[src/core/cai_pkg.sv]
// Purpose: shared constants for the channel alarm interrupt block
// Assumes: eight channels, 8-bit registers, word-aligned bus slots
// Notes:   register indexes are word offsets; byte address = 4 * index
`default_nettype none

package cai_pkg;

    // ------------------------------------------------------------------
    // sizes
    // ------------------------------------------------------------------
    localparam int unsigned NCH = 8;
    localparam int unsigned DW  = 8;
    localparam int unsigned AW  = 10;
    localparam int unsigned SW  = NCH * 7;

    // ------------------------------------------------------------------
    // alarm bit positions, shared by live, change and enable registers
    // ------------------------------------------------------------------
    localparam int unsigned BIT_DRV  = 6;
    localparam int unsigned BIT_FIFO = 5;
    localparam int unsigned BIT_CV   = 4;
    localparam int unsigned BIT_AIS  = 2;
    localparam int unsigned BIT_LOS  = 1;
    localparam int unsigned BIT_PAT  = 0;
    localparam logic [7:0]  ALARM_MASK = 8'h77;

    // ------------------------------------------------------------------
    // register indexes
    // ------------------------------------------------------------------
    localparam logic [3:0] SUB_IRQ_EN     = 4'h4;
    localparam logic [3:0] SUB_LIVE       = 4'h5;
    localparam logic [3:0] SUB_CHG        = 4'h6;
    localparam logic [7:0] CH_SPAN        = 8'h80;
    localparam logic [7:0] IDX_GCTL       = 8'h80;
    localparam logic [7:0] IDX_GCTL_ALIAS = 8'hE0;
    localparam logic [7:0] IDX_GSEL       = 8'h81;
    localparam logic [7:0] IDX_SUM_STS    = 8'h90;
    localparam logic [7:0] IDX_SUM_MASK   = 8'h91;

    // ------------------------------------------------------------------
    // global fields and reset values
    // ------------------------------------------------------------------
    localparam int unsigned GIE_BIT     = 1;
    localparam int unsigned OVF_SEL_BIT = 7;
    localparam logic [7:0]  GCTL_WMASK  = 8'hFB;
    localparam logic [7:0]  REG_RST     = 8'h00;

    typedef enum logic [1:0] {
        CAI_BUS_IDLE = 2'b01,
        CAI_BUS_ACK  = 2'b10
    } cai_bus_t;

endpackage

`default_nettype wire

[src/core/cai_sync.sv]
// Purpose: two-stage synchroniser for alarm detector levels
// Assumes: inputs are levels from other clock domains
// Notes:   stage one feeds stage two only
`timescale 1ns/10ps
`default_nettype none

module cai_sync #(
    parameter int unsigned W = 1
) (
    input  wire logic         mclk_i,
    input  wire logic         resetn_i,
    input  wire logic [W-1:0] d_i,
    output logic      [W-1:0] q_o
);

    logic [W-1:0] meta_q;
    logic [W-1:0] sync_q;

    always_ff @(posedge mclk_i or negedge resetn_i) begin
        if (!resetn_i) begin
            meta_q <= '0;
            sync_q <= '0;
        end else begin
            meta_q <= d_i;
            sync_q <= meta_q;
        end
    end

    assign q_o = sync_q;

endmodule

`default_nettype wire

[src/core/cai_chan.sv]
// Purpose: one channel: live alarms, change latch, interrupt enables
// Assumes: alarm inputs already synchronised to mclk_i
// Notes:   change set wins over a clearing read in the same cycle
`timescale 1ns/10ps
`default_nettype none

module cai_chan (
    input  wire logic       mclk_i,
    input  wire logic       resetn_i,
    input  wire logic       drv_i,
    input  wire logic       fifo_i,
    input  wire logic       viol_i,
    input  wire logic       ovf_i,
    input  wire logic       ais_i,
    input  wire logic       los_i,
    input  wire logic       pat_i,
    input  wire logic       ovf_sel_i,
    input  wire logic       en_we_i,
    input  wire logic [7:0] en_wdata_i,
    input  wire logic       clr_i,
    input  wire logic [7:0] clr_mask_i,
    output logic      [7:0] live_o,
    output logic      [7:0] chg_o,
    output logic      [7:0] en_o,
    output logic            pend_o
);

    logic [7:0] live_d;
    logic [7:0] live_q;
    logic [7:0] chg_q;
    logic [7:0] en_q;

    // ------------------------------------------------------------------
    // live status
    // ------------------------------------------------------------------
    always_comb begin
        live_d = 8'h00;
        // alarm bit placement
        live_d[cai_pkg::BIT_DRV]  = drv_i;
        live_d[cai_pkg::BIT_FIFO] = fifo_i;
        // violation or overflow
        live_d[cai_pkg::BIT_CV]   = ovf_sel_i ? ovf_i : viol_i;
        // receive alarm placement
        live_d[cai_pkg::BIT_AIS]  = ais_i;
        live_d[cai_pkg::BIT_LOS]  = los_i;
        live_d[cai_pkg::BIT_PAT]  = pat_i;
    end

    // updates ignore enables
    always_ff @(posedge mclk_i or negedge resetn_i) begin
        if (!resetn_i) begin
            live_q <= cai_pkg::REG_RST;
        end else begin
            live_q <= live_d;
        end
    end

    // latch changes, set wins
    always_ff @(posedge mclk_i or negedge resetn_i) begin
        if (!resetn_i) begin
            chg_q <= cai_pkg::REG_RST;
        end else begin
            chg_q <= (chg_q & ~(clr_i ? clr_mask_i : 8'h00))
                   | ((live_d ^ live_q) & cai_pkg::ALARM_MASK);
        end
    end

    // enables, unused bits zero
    always_ff @(posedge mclk_i or negedge resetn_i) begin
        if (!resetn_i) begin
            en_q <= cai_pkg::REG_RST;
        end else if (en_we_i) begin
            en_q <= en_wdata_i & cai_pkg::ALARM_MASK;
        end
    end

    assign live_o = live_q;
    assign chg_o  = chg_q;
    assign en_o   = en_q;
    assign pend_o = |(chg_q & en_q);

    // ------------------------------------------------------------------
    // checks
    // ------------------------------------------------------------------
    a_drv_live: assert property (
        @(posedge mclk_i) disable iff (!resetn_i)
        ##1 live_q[cai_pkg::BIT_DRV] == $past(drv_i))
        else $error("driver fault bit does not follow its input");

    a_cv_select: assert property (
        @(posedge mclk_i) disable iff (!resetn_i)
        ovf_sel_i |=> live_q[cai_pkg::BIT_CV] == $past(ovf_i))
        else $error("overflow select not honoured");

    a_change_set: assert property (
        @(posedge mclk_i) disable iff (!resetn_i)
        ##1 ((live_q ^ $past(live_q)) & ~chg_q) == 8'h00)
        else $error("alarm change not latched");

    a_unused_zero: assert property (
        @(posedge mclk_i) disable iff (!resetn_i)
        ((live_q | chg_q | en_q) & ~cai_pkg::ALARM_MASK) == 8'h00)
        else $error("unused bit set");

endmodule

`default_nettype wire

[src/core/cai_top.sv]
// Purpose: eight-channel alarm status, change latch and interrupt
// Assumes: Avalon-MM slave, one cycle of waitrequest per access
// Notes:   alarm inputs are asynchronous levels, synchronised here
// Functional notes
// driver fault shown on live bit 6
// fifo pointers within three bits, bit 5
// bit 4 shows code violations by default
// global select shows counter overflow instead
// all-ones alarm shown on bit 2
// signal loss shown on bit 1
// pattern detect shown on bit 0
// live bits update whatever the enables
// no interrupt without per-alarm enable
// no interrupt without global enable
// change register latches each alarm change
// enabled latched change raises the interrupt
// reading change register clears its bits
// bits 7 and 3 unused
// eight channels, stride 0x10
// enable register bits mask or enable alarms
// global enable bit 1 gates all channels
// interrupt holds until enabled changes clear
// change during clearing read stays latched
`timescale 1ns/10ps
`default_nettype none

module cai_top (
    input  wire logic                    mclk_i,
    input  wire logic                    resetn_i,
    input  wire logic [cai_pkg::AW-1:0]  avs_address_i,
    input  wire logic                    avs_read_i,
    input  wire logic                    avs_write_i,
    input  wire logic [31:0]             avs_writedata_i,
    input  wire logic [3:0]              avs_byteenable_i,
    output logic      [31:0]             avs_readdata_o,
    output logic                         avs_waitrequest_o,
    input  wire logic [cai_pkg::NCH-1:0] driver_fault_monitor_i,
    input  wire logic [cai_pkg::NCH-1:0] fifo_limit_flag_i,
    input  wire logic [cai_pkg::NCH-1:0] code_violation_i,
    input  wire logic [cai_pkg::NCH-1:0] counter_overflow_i,
    input  wire logic [cai_pkg::NCH-1:0] all_ones_alarm_i,
    input  wire logic [cai_pkg::NCH-1:0] receive_signal_loss_i,
    input  wire logic [cai_pkg::NCH-1:0] pseudo_random_pattern_detect_i,
    output logic                         irq_o
);

    localparam int unsigned N = cai_pkg::NCH;

    cai_pkg::cai_bus_t bus_q;
    logic              waitreq_q;
    logic [31:0]       rdata_q;
    logic              irq_q;
    logic [7:0]        gctl_q;
    logic [7:0]        gsel_q;
    logic [7:0]        sum_sts_q;
    logic [7:0]        sum_mask_q;
    logic [N-1:0]      pend_q;

    logic [cai_pkg::SW-1:0] raw_s;
    logic [N-1:0]           drv_s;
    logic [N-1:0]           fifo_s;
    logic [N-1:0]           viol_s;
    logic [N-1:0]           ovf_s;
    logic [N-1:0]           ais_s;
    logic [N-1:0]           los_s;
    logic [N-1:0]           pat_s;

    logic [7:0]   live_w [N];
    logic [7:0]   chg_w  [N];
    logic [7:0]   en_w   [N];
    logic [N-1:0] pend_w;
    logic [N-1:0] en_we_w;
    logic [N-1:0] clr_w;

    logic       start_w;
    logic       rd_fire;
    logic       wr_fire;
    logic       wr_lane0;
    logic [7:0] idx_w;
    logic       ch_hit;
    logic [2:0] ch_w;
    logic [3:0] sub_w;
    logic [7:0] rd_d;
    logic [7:0] wdat_w;
    logic       gie_w;
    logic       ovf_sel_w;
    logic [N-1:0] new_ev_w;
    logic       irq_d;

    // ------------------------------------------------------------------
    // input synchronisers
    // ------------------------------------------------------------------
    cai_sync #(
        .W (cai_pkg::SW)
    ) u_sync (
        .mclk_i   (mclk_i),
        .resetn_i (resetn_i),
        .d_i      ({driver_fault_monitor_i, fifo_limit_flag_i,
                    code_violation_i, counter_overflow_i,
                    all_ones_alarm_i, receive_signal_loss_i,
                    pseudo_random_pattern_detect_i}),
        .q_o      (raw_s)
    );

    assign {drv_s, fifo_s, viol_s, ovf_s, ais_s, los_s, pat_s} = raw_s;

    // ------------------------------------------------------------------
    // address decode
    // ------------------------------------------------------------------
    assign idx_w    = avs_address_i[cai_pkg::AW-1:2];
    assign ch_hit   = (idx_w < cai_pkg::CH_SPAN);
    assign ch_w     = idx_w[6:4];
    assign sub_w    = idx_w[3:0];
    assign start_w  = (avs_read_i | avs_write_i) & waitreq_q;
    assign rd_fire  = avs_read_i & ~waitreq_q;
    assign wr_fire  = avs_write_i & ~waitreq_q;
    assign wr_lane0 = wr_fire & avs_byteenable_i[0];
    assign wdat_w   = avs_writedata_i[7:0];

    // ------------------------------------------------------------------
    // channels
    // ------------------------------------------------------------------
    // replicated channels
    for (genvar c = 0; c < N; c++) begin : g_ch
        assign en_we_w[c] = wr_lane0 & ch_hit & (ch_w == 3'(c))
                          & (sub_w == cai_pkg::SUB_IRQ_EN);
        // clear on completed read
        assign clr_w[c]   = rd_fire & ch_hit & (ch_w == 3'(c))
                          & (sub_w == cai_pkg::SUB_CHG);

        cai_chan u_chan (
            .mclk_i     (mclk_i),
            .resetn_i   (resetn_i),
            .drv_i      (drv_s[c]),
            .fifo_i     (fifo_s[c]),
            .viol_i     (viol_s[c]),
            .ovf_i      (ovf_s[c]),
            .ais_i      (ais_s[c]),
            .los_i      (los_s[c]),
            .pat_i      (pat_s[c]),
            .ovf_sel_i  (ovf_sel_w),
            .en_we_i    (en_we_w[c]),
            .en_wdata_i (wdat_w),
            .clr_i      (clr_w[c]),
            .clr_mask_i (rdata_q[7:0]),
            .live_o     (live_w[c]),
            .chg_o      (chg_w[c]),
            .en_o       (en_w[c]),
            .pend_o     (pend_w[c])
        );
    end

    // ------------------------------------------------------------------
    // bus handshake
    // ------------------------------------------------------------------
    // one waitrequest-low cycle per access, so a clearing read
    // can never complete twice
    always_ff @(posedge mclk_i or negedge resetn_i) begin
        if (!resetn_i) begin
            bus_q     <= cai_pkg::CAI_BUS_IDLE;
            waitreq_q <= 1'b1;
        end else begin
            case (bus_q)
                cai_pkg::CAI_BUS_IDLE: begin
                    if (start_w) begin
                        bus_q     <= cai_pkg::CAI_BUS_ACK;
                        waitreq_q <= 1'b0;
                    end
                end
                cai_pkg::CAI_BUS_ACK: begin
                    bus_q     <= cai_pkg::CAI_BUS_IDLE;
                    waitreq_q <= 1'b1;
                end
                default: begin
                    bus_q     <= cai_pkg::CAI_BUS_IDLE;
                    waitreq_q <= 1'b1;
                end
            endcase
        end
    end

    // ------------------------------------------------------------------
    // read data
    // ------------------------------------------------------------------
    always_comb begin
        rd_d = 8'h00;
        if (ch_hit && sub_w == cai_pkg::SUB_IRQ_EN) begin
            rd_d = en_w[ch_w];
        end else if (ch_hit && sub_w == cai_pkg::SUB_LIVE) begin
            rd_d = live_w[ch_w];
        end else if (ch_hit && sub_w == cai_pkg::SUB_CHG) begin
            rd_d = chg_w[ch_w];
        end else if (idx_w == cai_pkg::IDX_GCTL
                     || idx_w == cai_pkg::IDX_GCTL_ALIAS) begin
            rd_d = gctl_q;
        end else if (idx_w == cai_pkg::IDX_GSEL) begin
            rd_d = gsel_q;
        end else if (idx_w == cai_pkg::IDX_SUM_STS) begin
            rd_d = sum_sts_q;
        end else if (idx_w == cai_pkg::IDX_SUM_MASK) begin
            rd_d = sum_mask_q;
        end
    end

    // sampled at the start edge; the same byte is the clear mask,
    // so a bit that sets after sampling is not lost
    always_ff @(posedge mclk_i or negedge resetn_i) begin
        if (!resetn_i) begin
            rdata_q <= 32'h0000_0000;
        end else if (start_w && avs_read_i) begin
            rdata_q <= {24'h00_0000, rd_d};
        end
    end

    // ------------------------------------------------------------------
    // global registers
    // ------------------------------------------------------------------
    // global enable, both indexes
    always_ff @(posedge mclk_i or negedge resetn_i) begin
        if (!resetn_i) begin
            gctl_q <= cai_pkg::REG_RST;
        end else if (wr_lane0 && (idx_w == cai_pkg::IDX_GCTL
                     || idx_w == cai_pkg::IDX_GCTL_ALIAS)) begin
            gctl_q <= wdat_w & cai_pkg::GCTL_WMASK;
        end
    end

    always_ff @(posedge mclk_i or negedge resetn_i) begin
        if (!resetn_i) begin
            gsel_q <= cai_pkg::REG_RST;
        end else if (wr_lane0 && idx_w == cai_pkg::IDX_GSEL) begin
            gsel_q <= wdat_w;
        end
    end

    assign gie_w     = gctl_q[cai_pkg::GIE_BIT];
    assign ovf_sel_w = gsel_q[cai_pkg::OVF_SEL_BIT];

    // ------------------------------------------------------------------
    // channel summary status and mask
    // ------------------------------------------------------------------
    always_ff @(posedge mclk_i or negedge resetn_i) begin
        if (!resetn_i) begin
            pend_q <= '0;
        end else begin
            pend_q <= pend_w;
        end
    end

    assign new_ev_w = pend_w & ~pend_q;

    // write one to clear; a new event in the same cycle wins
    always_ff @(posedge mclk_i or negedge resetn_i) begin
        if (!resetn_i) begin
            sum_sts_q <= cai_pkg::REG_RST;
        end else begin
            sum_sts_q <= (sum_sts_q
                         & ~((wr_lane0 && idx_w == cai_pkg::IDX_SUM_STS)
                             ? wdat_w : 8'h00))
                       | new_ev_w;
        end
    end

    always_ff @(posedge mclk_i or negedge resetn_i) begin
        if (!resetn_i) begin
            sum_mask_q <= cai_pkg::REG_RST;
        end else if (wr_lane0 && idx_w == cai_pkg::IDX_SUM_MASK) begin
            sum_mask_q <= wdat_w;
        end
    end

    // ------------------------------------------------------------------
    // interrupt
    // ------------------------------------------------------------------
    // enabled changes, global gate
    assign irq_d = gie_w & ((|pend_w) | (|(sum_sts_q & sum_mask_q)));

    always_ff @(posedge mclk_i or negedge resetn_i) begin
        if (!resetn_i) begin
            irq_q <= 1'b0;
        end else begin
            irq_q <= irq_d;
        end
    end

    assign irq_o             = irq_q;
    assign avs_readdata_o    = rdata_q;
    assign avs_waitrequest_o = waitreq_q;

    // ------------------------------------------------------------------
    // checks
    // ------------------------------------------------------------------
    logic       clr_fire_q;
    logic [2:0] clr_ch_q;
    logic [7:0] clr_mask_q;
    logic [7:0] clr_live_q;

    always_ff @(posedge mclk_i or negedge resetn_i) begin
        if (!resetn_i) begin
            clr_fire_q <= 1'b0;
            clr_ch_q   <= 3'h0;
            clr_mask_q <= 8'h00;
            clr_live_q <= 8'h00;
        end else begin
            clr_fire_q <= |clr_w;
            clr_ch_q   <= ch_w;
            clr_mask_q <= rdata_q[7:0];
            clr_live_q <= live_w[ch_w];
        end
    end

    a_read_clear: assert property (
        @(posedge mclk_i) disable iff (!resetn_i)
        clr_fire_q |-> (chg_w[clr_ch_q] & clr_mask_q
                        & ~(live_w[clr_ch_q] ^ clr_live_q)) == 8'h00)
        else $error("change bits not cleared by read");

    a_irq_global: assert property (
        @(posedge mclk_i) disable iff (!resetn_i)
        !gie_w |=> !irq_q)
        else $error("interrupt without global enable");

    a_irq_raise: assert property (
        @(posedge mclk_i) disable iff (!resetn_i)
        (gie_w && pend_w != '0) |=> irq_q)
        else $error("enabled change did not interrupt");

    a_irq_drop: assert property (
        @(posedge mclk_i) disable iff (!resetn_i)
        (pend_w == '0 && (sum_sts_q & sum_mask_q) == 8'h00) |=> !irq_q)
        else $error("interrupt held with nothing pending");

    a_irq_enable: assert property (
        @(posedge mclk_i) disable iff (!resetn_i)
        (en_w[0] == 8'h00 && en_w[1] == 8'h00 && en_w[2] == 8'h00
         && en_w[3] == 8'h00 && en_w[4] == 8'h00 && en_w[5] == 8'h00
         && en_w[6] == 8'h00 && en_w[7] == 8'h00
         && sum_mask_q == 8'h00) |=> !irq_q)
        else $error("interrupt with every alarm masked");

    a_wait_pulse: assert property (
        @(posedge mclk_i) disable iff (!resetn_i)
        start_w |=> !avs_waitrequest_o ##1 avs_waitrequest_o)
        else $error("waitrequest not a single low cycle");

    a_stride_read: assert property (
        @(posedge mclk_i) disable iff (!resetn_i)
        (start_w && avs_read_i && ch_hit && sub_w == cai_pkg::SUB_LIVE)
        |=> avs_readdata_o[7:0] == $past(live_w[ch_w]))
        else $error("live read returned wrong channel");

    a_global_alias: assert property (
        @(posedge mclk_i) disable iff (!resetn_i)
        (wr_lane0 && idx_w == cai_pkg::IDX_GCTL_ALIAS)
        |=> gie_w == $past(wdat_w[cai_pkg::GIE_BIT]))
        else $error("alias write missed global enable");

    c_read_clear: cover property (
        @(posedge mclk_i) disable iff (!resetn_i)
        clr_fire_q && clr_mask_q != 8'h00);

    c_irq_rise: cover property (
        @(posedge mclk_i) disable iff (!resetn_i)
        !irq_q ##1 irq_q);

    c_set_on_clear: cover property (
        @(posedge mclk_i) disable iff (!resetn_i)
        clr_fire_q && (live_w[clr_ch_q] ^ clr_live_q) != 8'h00);

endmodule

`default_nettype wire

[config.mk]
export PLATFORM = sky130hd
export DESIGN_NAME = cai_top
export DESIGN_NICKNAME = d
export VERILOG_FILES = /design/src/core/cai_pkg.sv /design/src/core/cai_sync.sv /design/src/core/cai_chan.sv /design/src/core/cai_top.sv
export SDC_FILE = /design/constraint.sdc
export NUM_CORES = 1
export LEC_CHECK = 0
export BUFFER_PORTS_ARGS = -buffer_cell sky130_fd_sc_hd__buf_2
export CAP_MARGIN = 20
export CORE_MARGIN = 2
export CORE_UTILIZATION = 59
export DETAILED_ROUTE_END_ITERATION = 10
export PLACE_DENSITY = 0.77
export SKIP_LAST_GASP = 1
export SLEW_MARGIN = 10
export SYNTH_ARGS = -nofsm -noshare
export SYNTH_HDL_FRONTEND = slang
export SYNTH_HIERARCHICAL = 1
export SYNTH_SLANG_ARGS = --single-unit
[constraint.sdc]
create_clock -name mclk_i -period 2.1 [get_ports mclk_i]
set_clock_uncertainty 0.2 [all_clocks]
set_input_delay 0.63 -clock mclk_i [delete_from_list [all_inputs] [get_ports mclk_i]]
set_output_delay 0.63 -clock mclk_i [all_outputs]
set_load 0.01 [all_outputs]
# Yosys cells after proc, flatten, opt, wreduce, memory -nomap -nowiden

Cells that the tools add are included.

Register bits: 323
Bits in latches: 0
Bits in writable memories: 0
ROM bits: 0
Input bits: 106
Word-level logic and storage cells: 200
Memories kept: 0

Add/subtract/negate cells: 0
Multipliers: 0
Divide/modulo/power cells: 0
Order comparisons: 2
Equality and inequality tests: 17
Shift operators: 0
Multiplexer cells: 37
Bitwise operators: 89
Reduce and logical (&&, ||, !) cells: 20

Operators with widths:

| operator           | number |
|---|---|
| $mux 8             | 22 |
| $and 8x8->8        | 11 |
| $not 8->8          | 10 |
| $bmux 8 s3         | 3 |
| $reduce_or 8->1    | 9 |
| $and 8x7->8        | 8 |
| $or 8x7->8         | 8 |
| $reduce_or 64->1   | 1 |
| $xor 7x7->7        | 8 |
| $eq 8x8->1 const B | 5 |
| $and 1x1->1        | 39 |
| $eq 3x3->1 const B | 4 |
| $eq 4x3->1 const B | 3 |
| $mux 1             | 10 |
| $logic_and 1x1->1  | 8 |
| $lt 8x8->1 const B | 1 |
| $or 8x8->8         | 1 |
| $eq 3x2->1 const B | 2 |
| $ge 4x4->1 const B | 1 |
| $mux 2             | 2 |
| $not 3->4          | 1 |
| $eq 3x1->1 const B | 1 |
| $logic_not 3->1    | 1 |
| $eq 2x1->1 const B | 1 |
| 4 further kinds    | 5 |

# Logic depth before layout (Yosys ltp)

Gate-level depths: netlist of the first run.

Word-level depth: 9
Depth in mapped cells: 9
Depth with buffers taken out: 8

# Cells and area by module

The synthesis of the first run kept the hierarchy.

By module, submodules not included:

| module   | times used | cells each | area an instance (µm²) | seq. area each (µm²) |
|---|---|---|---|---|
| cai_chan | 8          | 63         | 784.5                  | 500.5 |
| cai_top  | 1          | 365        | 4073.9                 | 1252.5 |
| cai_sync | 1          | 112        | 2802.7                 | 2802.7 |

# Least setup slack after synthesis of the first run

No wires, ideal clock.

Path type: input port to flip-flop
Start point: in avs_address_i[5] in the netlist's numbering
End point: reg g_ch[0].u_chan.chg_q[5]
Setup time: 0.120 ns
Arrival time: 2.687 ns
Path slack: -0.907 ns
Stages: 7
Cells stage by stage: nor4b_1 nand2_1 or3_1 nor3_1 nand2_1 nand2_1 nand2_1

Longest elaborated chain between the ends: 8

Ends and longest elaborated chain:

| element                   | line           | text |
|---|---|---|
| from (decl)               | cai_top.sv:30  | `input wire logic [cai_pkg::AW-1:0] avs_address_i,` |
| $lt 8x8->1                | cai_top.sv:111 | `assign ch_hit = (idx_w < cai_pkg::CH_SPAN);` |
| $and 1x1->1 (2 in series) | cai_top.sv:128 | `assign clr_w[c] = rd_fire & ch_hit & (ch_w == 3'(c))` |
| $and 1x1->1 *             | cai_top.sv:129 | `& (sub_w == cai_pkg::SUB_CHG);` |
| via clr_w[0]              | cai_top.sv:73  | `logic [N-1:0] clr_w;` |
| $mux 8 *                  | cai_chan.sv:63 | `chg_q <= (chg_q & ~(clr_i ? clr_mask_i : 8'h00))` |
| $not 8->8 *               | cai_chan.sv:63 |  |
| $and 8x8->8 *             | cai_chan.sv:63 |  |
| $or 8x7->8 *              | cai_chan.sv:64 | `\| ((live_d ^ live_q) & cai_pkg::ALARM_MASK);` |
| to (signal assigned)      | cai_chan.sv:61 | `chg_q <= cai_pkg::REG_RST;` |
| to (signal assigned)      | cai_chan.sv:63 |  |
| to (decl)                 | cai_chan.sv:30 | `logic [7:0] chg_q;` |

Mark *: on every way through the listed nets, which the timed path passes. The rest lies on a longest branch.
A chain may end at the register's enable or synchronous reset.

# Final worst setup path of the first run

Start point: in avs_address_i[5] in the netlist's numbering
End point: reg g_ch[0].u_chan.en_q[0]

Longest elaborated chain between the ends: 4

Ends and longest elaborated chain:

| element                   | line           | text |
|---|---|---|
| $lt 8x8->1                | cai_top.sv:111 |  |
| $and 1x1->1 (2 in series) | cai_top.sv:125 | `assign en_we_w[c] = wr_lane0 & ch_hit & (ch_w == 3'(c))` |
| $and 1x1->1 *             | cai_top.sv:126 | `& (sub_w == cai_pkg::SUB_IRQ_EN);` |
| via en_we_w[0]            | cai_top.sv:72  | `logic [N-1:0] en_we_w;` |
| to (signal assigned)      | cai_chan.sv:71 | `en_q <= cai_pkg::REG_RST;` |
| to (signal assigned)      | cai_chan.sv:73 | `en_q <= en_wdata_i & cai_pkg::ALARM_MASK;` |
| to (decl)                 | cai_chan.sv:31 | `logic [7:0] en_q;` |

Marked as above.

==> out/results.tsv, run 1 <==
metric	value	unit
outcome	complete, but fails checks	
violations	negative setup slack	
r2r_setup_slack	-0.06	ns
yosysTopAreaCell	dfrtp_1	
crit_chain	buf_8, nor4b_4, buf_4, and2b_2, nand3_4, nor3_4, buf_4, mux2_4	
min_from	pseudo_random_pattern_detect_i[7]	
cts_tree	done	
r2r_start	g_ch[6].u_chan/en_o[1]$_DFFE_PN0P_	
min_to	u_sync/meta_q[7]$_DFF_PN0_	
grt_max_degree	71	
n_antenna_cell	0	
endpoint_kind	flop	
finalHoldViolations	0	
power_density	906	mW/mm^2
max_slew_margin	50.9	%
overflow	0	
power_switching_share	24.7	%
yosys_warnings	6	
drv_cap	0	
cp_top_family	simple AND/OR/NAND/NOR gates	
start_util	60.3	%
clockBufferDepth	3	
criticalPathCategory	in2reg	
switchingPower	3.67	mW
r2r_cells	5	
antenna_found_initial	0	
critPathLaunch	avs_address_i[5]	
hp-class	in2reg	
syn_to_final_growth	24.6	%
grt_use_total	29.0	%
ys.flop_type	dfrtp_1	
hpwl	22.5	mm
drt_iter0_drc	975	
power_frac_seq	46.1	%
synth_area	0.0132	mm^2
wirelength	34.0	mm
fin_crit	2.16	ns
dieArea	0.0235	mm^2
hold_depth	1	
rr_endpoint	irq_o$_DFF_PN0_	
die_height	153	um
p_comb_share	11.2	%
setup-violations-final	18	
setup_slack	-0.0601	ns
nets	1281	
vias	8883	
synth_cells	981	
rsz0062_at_grt	yes	
cts_root_buffer	clkbuf_16	
post_dp_cell_area	0.0149	mm^2
cp-start-kind	input port	
max_freq	463	MHz
core_area	0.0218	mm^2
place.gp.congestion	0.993	
regArea	0.00806	mm^2
stdcell_area	0.0164	mm^2
cp.required	2.29	ns
ir_drop	0.799	mV
cts_max_level	2	
fin_util	75.1	%
p_leak	7.49	nW
synth.distinct_cells	58	
synthTopCellsByArea	dfrtp_1 (61%), mux4_2 (7.9%), mux2_2 (6.3%)	
clkSinkCount	322	
ant_nets	0	
drc	0	
avgSynthCellArea	13.4	um^2
pwr-share-clk	42.7	%
cp_data_arrival_time	2.35	ns
critPathMaxStageDelay	0.36	ns
ys_seq_area_share	61.3	%
cts-buffers-inserted	34	
synth_commonest_cells	dfrtp_1 (321), nand2_1 (176), mux2_2 (74), buf_4 (56), xnor2_1 (48)	
synth_top_cell_area_share	61.1	%
worstPathMaxFanout	3	
multi_input_area	0.00509	mm^2
async_flop_share	100	%
power.internal	11.2	mW
dr.pass1.iters	8	
yosysMostFrequentCell	dfrtp_1	
yosys_register_bits	322	
slew_violations	0	
row_count	54	
grt_pass1_vias	9137	
clkTransAtPathRegs	0.06	ns
path_common_cell	buf_4	
total_power	14.8	mW
clock_latency	0.51	ns
tightest_slew	0.736	ns
viasPerCell	6.00	
grt_pass1_wl	51.8	mm
drive_gt1_share	36.0	%
crit_slowest_cell	nor4b_4	
io_buffers	86	
path_buf_inv	3	
die_x	153	um
fin_crit_sh	103	%
synth_edf_count	0	
route.detailed.wl_per_inst	23.0	um
ios	140	
fillCellCount	1334	
## cell type report
type                       instances  area share [%]
sequential                       322            49.2
multi-input combinational        606            31.0
timing repair buffer             200            10.0
clock buffer                      47            6.23
tap                              280            2.14
clock inverter                    14            1.11
inverter                          11           0.252
## worst max path at each step
stage | endpoint | cells past startpoint | slack [ns]
final | g_ch[0].u_chan/en_o[0]$_DFFE_PN0P_ | 8 | -0.06
after global routing | g_ch[5].u_chan/en_o[2]$_DFFE_PN0P_ | 8 | -0.10
after CTS | g_ch[0].u_chan/en_o[1]$_DFFE_PN0P_ | 8 | -0.03
after detailed placement | avs_readdata_o[3]$_DFFE_PN0P_ | 6 | -0.62
after global placement | avs_readdata_o[6]$_DFFE_PN0P_ | 6 | -0.59
after floorplan | avs_readdata_o[6]$_DFFE_PN0P_ | 7 | -0.49
## placed cells by master (no fill, tap or decap), drive strengths merged, types with 6 or more instances in the layout
| cell | instances |
|---|---|
| a22oi | 28 |
| a21oi | 6 |
| mux4 | 46 |
| a21boi | 17 |
| mux2 | 82 |
| a31oi | 9 |
| clkbuf | 48 |
| nor3 | 10 |
| dfrtp | 321 |
| clkinv | 6 |
| nand3 | 11 |
| buf | 198 |
| a22o | 8 |
| nor2 | 28 |
| o21ai | 6 |
| xnor2 | 48 |
| conb | 56 |
| nand2 | 176 |
| mux2i | 14 |
| inv | 12 |
## logic make-up after synthesis
logic type	count (synthesis)	synth area share (%)
flip-flops	322	61.3
AND/OR/NAND/NOR	258	8.57
multiplexers	142	16.2
AO/OA/AOI/OAI	101	5.74
buffers and inverters	100	4.71
XOR/XNOR	49	3.26
other	9	0.257
## registers in the layout, indices dropped and copies added (netlist names)
name and count:
g_ch.u_chan/chg_o 64, u_sync/meta_q 56, u_sync/q_o 56, g_ch.u_chan/en_o 48, g_ch.u_chan/live_o 48, avs_readdata_o 8
gsel_q 8, pend_q 8, sum_mask_q 8, sum_sts_q 8, gctl_q 7, bus_q 2
irq_o 1
## worst register-to-register path: stages (launching register included)
cell     delay (ns)
dfrtp_1        0.41
a22oi_1        0.33
nand3_1        0.24
nor4_2         0.45
nand4_1        0.19
o21a_1         0.23
## what timing repair did
action                                  in CTS  in global routing
endpoints found under the hold margin       28                  0
pin swaps                                   10                  9
hold buffers                                 1                  0
endpoints found under the setup margin      24                110
resized for setup                           19                 38
cloned                                       1                  1
setup buffers                                3                  2
## routing by layer
metal,track usage (%),vias to the layer above,wire length (um)
met3,6.95,137,3590
met2,45.1,565,16100
met4,11.9,0,1760
li1,-,3715,-
met1,40.0,4466,12600
met5,0,-,0
## power groups by stage
stage	clock network (mW)	registers [mW]	logic (mW)
after detailed placement	0	6.94	1.53
final	6.33	6.85	1.66
after global placement	0	6.92	1.49
after global routing	6.67	6.88	1.77
after CTS	6.41	6.84	1.58
after floorplan	0	6.93	0.739
## per-stage QoR
step / worst slack, ns / std cells / hold slack, ns / setup TNS, ns
detailed placement: -0.620 / 1411 / 0.135 / -68.14
global route: -0.101 / 1480 / 0.00941 / -2.15
global placement: -0.591 / 1411 / 0.132 / -62.96
finish: -0.0601 / 1480 / 0.0264 / -0.651
floorplan: -0.487 / 1028 / 0.131 / -32.73
CTS: -0.0304 / 1477 / 0.0128 / -0.149
Power figures use the tool's default switching activity.
==> inputs of run 2 (changes only) <==
--- a/config.mk
+++ b/config.mk
@@ -7,13 +7,14 @@
 export LEC_CHECK = 0
 export BUFFER_PORTS_ARGS = -buffer_cell sky130_fd_sc_hd__buf_2
 export CAP_MARGIN = 20
+export CELL_PAD_IN_SITES_DETAIL_PLACEMENT = 1
+export CELL_PAD_IN_SITES_GLOBAL_PLACEMENT = 2
 export CORE_MARGIN = 2
-export CORE_UTILIZATION = 59
+export CORE_UTILIZATION = 41
 export DETAILED_ROUTE_END_ITERATION = 10
-export PLACE_DENSITY = 0.77
+export PLACE_DENSITY = 0.76
 export SKIP_LAST_GASP = 1
 export SLEW_MARGIN = 10
 export SYNTH_ARGS = -nofsm -noshare
 export SYNTH_HDL_FRONTEND = slang
-export SYNTH_HIERARCHICAL = 1
 export SYNTH_SLANG_ARGS = --single-unit
==> out/results.tsv, run 2 <==
metric	value	unit
ant_nets	0	
cts_tree	done	
antenna_found_initial	0	
fin_util	51.9	%
holdWs	0.0134	ns
synth_xor_area_share	3.31	%
synth_commonest_cells	dfrtp_1 (321), mux2_2 (79), nand2_1 (75), a21o_1 (48), xor2_1 (48)	
crit_slowest_cell	or3b_4	
yosys_register_bits	322	
post-place-ws	-0.508	ns
overflow	0	
die_height	180	um
cp_data_arrival_time	2.24	ns
place_inst	1462	
synth_top_cell_area_share	63.3	%
finalNonFillerCells	1545	
core_area	0.0305	mm^2
synth_compound_area_share	9.22	%
n_antenna_cell	0	
slew_violations	0	
fin_crit_sh	97.8	%
path_buf_inv	1	
post_dp_cell_area	0.0144	mm^2
p_comb_share	9.9	%
rr_endpoint	g_ch[1].u_chan.en_o[0]$_DFFE_PN0P_	
route.detailed.wl_per_inst	22.7	um
die_x	180	um
synth_cells	904	
r2r_start	bus_q[0]$_DFFE_PN1P_	
worstPathMaxFanout	6	
yosys_warnings	0	
drc	0	
power.internal	11.0	mW
ios	140	
total_power	14.7	mW
start_util	41.6	%
yosys.area_share.simple	6.80	%
clkTransAtPathRegs	0.06	ns
cp.required	2.29	ns
power_frac_seq	46.7	%
crit_chain	buf_2, or3b_4, nor3_4, nand3_2, nor2_4, mux2_2	
place.gp.congestion	0.910	
grt_max_degree	70	
viasPerCell	5.27	
muxShareOfSynthArea	14.0	%
largest_reg_flops	64	
cts_post_setup_buffers_inserted	0	
cp-start-kind	input port	
critPathLaunch	avs_address_i[5]	
hp-class	in2reg	
dr.pass1.iters	4	
synth_edf_count	0	
synthTopCellsByArea	dfrtp_1 (63%), mux2_2 (7.0%), mux4_2 (5.0%)	
synth_area	0.0127	mm^2
final_common_cell	dfrtp_1	
cp_num_cells	6	
power_density	925	mW/mm^2
drt_iter0_drc	375	
criticalPathCategory	in2reg	
setup_tns	0	ns
cts_root_buffer	clkbuf_16	
finalHoldViolations	0	
endpoint_kind	flop	
rsz0062_at_grt	no	
clkSinkCount	322	
ys_seq_area_share	63.5	%
synth_top_family_by_area	multiplexers	
setup-violations-final	0	
yosysMostFrequentCell	dfrtp_1	
r2r_setup_slack	0.09	ns
stdcell_area	0.0158	mm^2
grt_pass1_vias	9212	
clockBufferDepth	3	
critPathMaxStageDelay	0.42	ns
layout_common_cells	dfrtp_1 (319), buf_4 (100), buf_2 (83), mux2_2 (79), nand2_1 (74)	
cp_top_family	simple AND/OR/NAND/NOR gates	
fin_crit	2.05	ns
avgSynthCellArea	14.0	um^2
outcome	finished clean	
async_flop_share	100	%
wirelength	35.1	mm
drive_gt1_share	33.7	%
vias	8140	
power_switching_share	24.7	%
grt_use_total	22.3	%
dieArea	0.0324	mm^2
synth_fa_ha_area_share	0	%
ir_drop	0.718	mV
pwr-share-clk	43.4	%
p_leak	7.08	nW
r2r_cells	5	
switchingPower	3.63	mW
hpwl	26.4	mm
ys.flop_type	dfrtp_1	
grt_pass1_wl	55.5	mm
endpoint	g_ch[5].u_chan.en_o[0]$_DFFE_PN0P_	
row_count	64	
clock_latency	0.52	ns
max_freq	487	MHz
nets	1229	
cts_max_level	2	
setup_slack	0.0470	ns
io_buffers	86	
cts-buffers-inserted	36	
synth.distinct_cells	49	
syn_to_final_growth	24.9	%
yosysTopAreaCell	dfrtp_1	
drv_cap	0	
## run 2: cell count changes after synthesis, sizes merged, moves of 12 or more
cell,delta
mux4,-18
xnor2,-48
a21o,+46
buf,-37
nand2,-101
xor2,+47
mux2i,+12
## run 2: how the worst min path moves through the flow
stage                                                to                   startpoint  depth (start not counted)  slack [ns]
after global placement         u_sync.q_o[54]$_DFF_PN0_  u_sync.meta_q[54]$_DFF_PN0_                          0        0.13
after detailed placement       u_sync.q_o[54]$_DFF_PN0_  u_sync.meta_q[54]$_DFF_PN0_                          0        0.14
after floorplan           avs_readdata_o[0]$_DFFE_PN0P_                     resetn_i                          0        0.13
after global routing        u_sync.meta_q[15]$_DFF_PN0_     receive_signal_loss_i[7]                          1    0.000005
after CTS                   u_sync.meta_q[42]$_DFF_PN0_         fifo_limit_flag_i[2]                          1      0.0003
final                       u_sync.meta_q[16]$_DFF_PN0_          all_ones_alarm_i[0]                          1        0.01
## run 2: cells by family after synthesis
logic type / count (synthesis)
multiplexers: 133
XOR/XNOR: 48
other: 1
AO/OA/AOI/OAI: 154
buffers and inverters: 72
AND/OR/NAND/NOR: 174
flip-flops: 322
## run 2: power groups by stage
stage | Sequential, mW | Combinational, mW | Clock (mW)
after floorplan | 6.86 | 0.706 | 0
after global placement | 6.92 | 1.39 | 0
after detailed placement | 6.93 | 1.44 | 0
after CTS | 6.85 | 1.45 | 6.50
after global routing | 6.89 | 1.57 | 6.79
final | 6.84 | 1.45 | 6.37
## run 2: layout make-up
type                    count  area (um^2)
multi-input cells         533         4390
repair buffers            218         1650
fillers                  3032        14700
clock inverters            15          201
well taps                 396          495
flip-flops and latches    322         8060
inverters                  12         45.0
clock buffers              49         1000
## run 2: repair_timing
action	in CTS	in global routing
endpoints found under the setup margin	3	19
hold buffers	12	8
hold endpoints to repair	31	8
gates resized for setup	3	2
cloned	0	0
## run 2: metal layers
| metal | global-route usage (%) | vias up | part of all wire [%] |
|---|---|---|---|
| li1 | - | 3618 | - |
| met2 | 37.5 | 181 | 49 |
| met1 | 29.8 | 4287 | 43 |
| met5 | 0 | - | 0 |
| met4 | 5.79 | 0 | 2.3 |
| met3 | 4.52 | 54 | 5.4 |
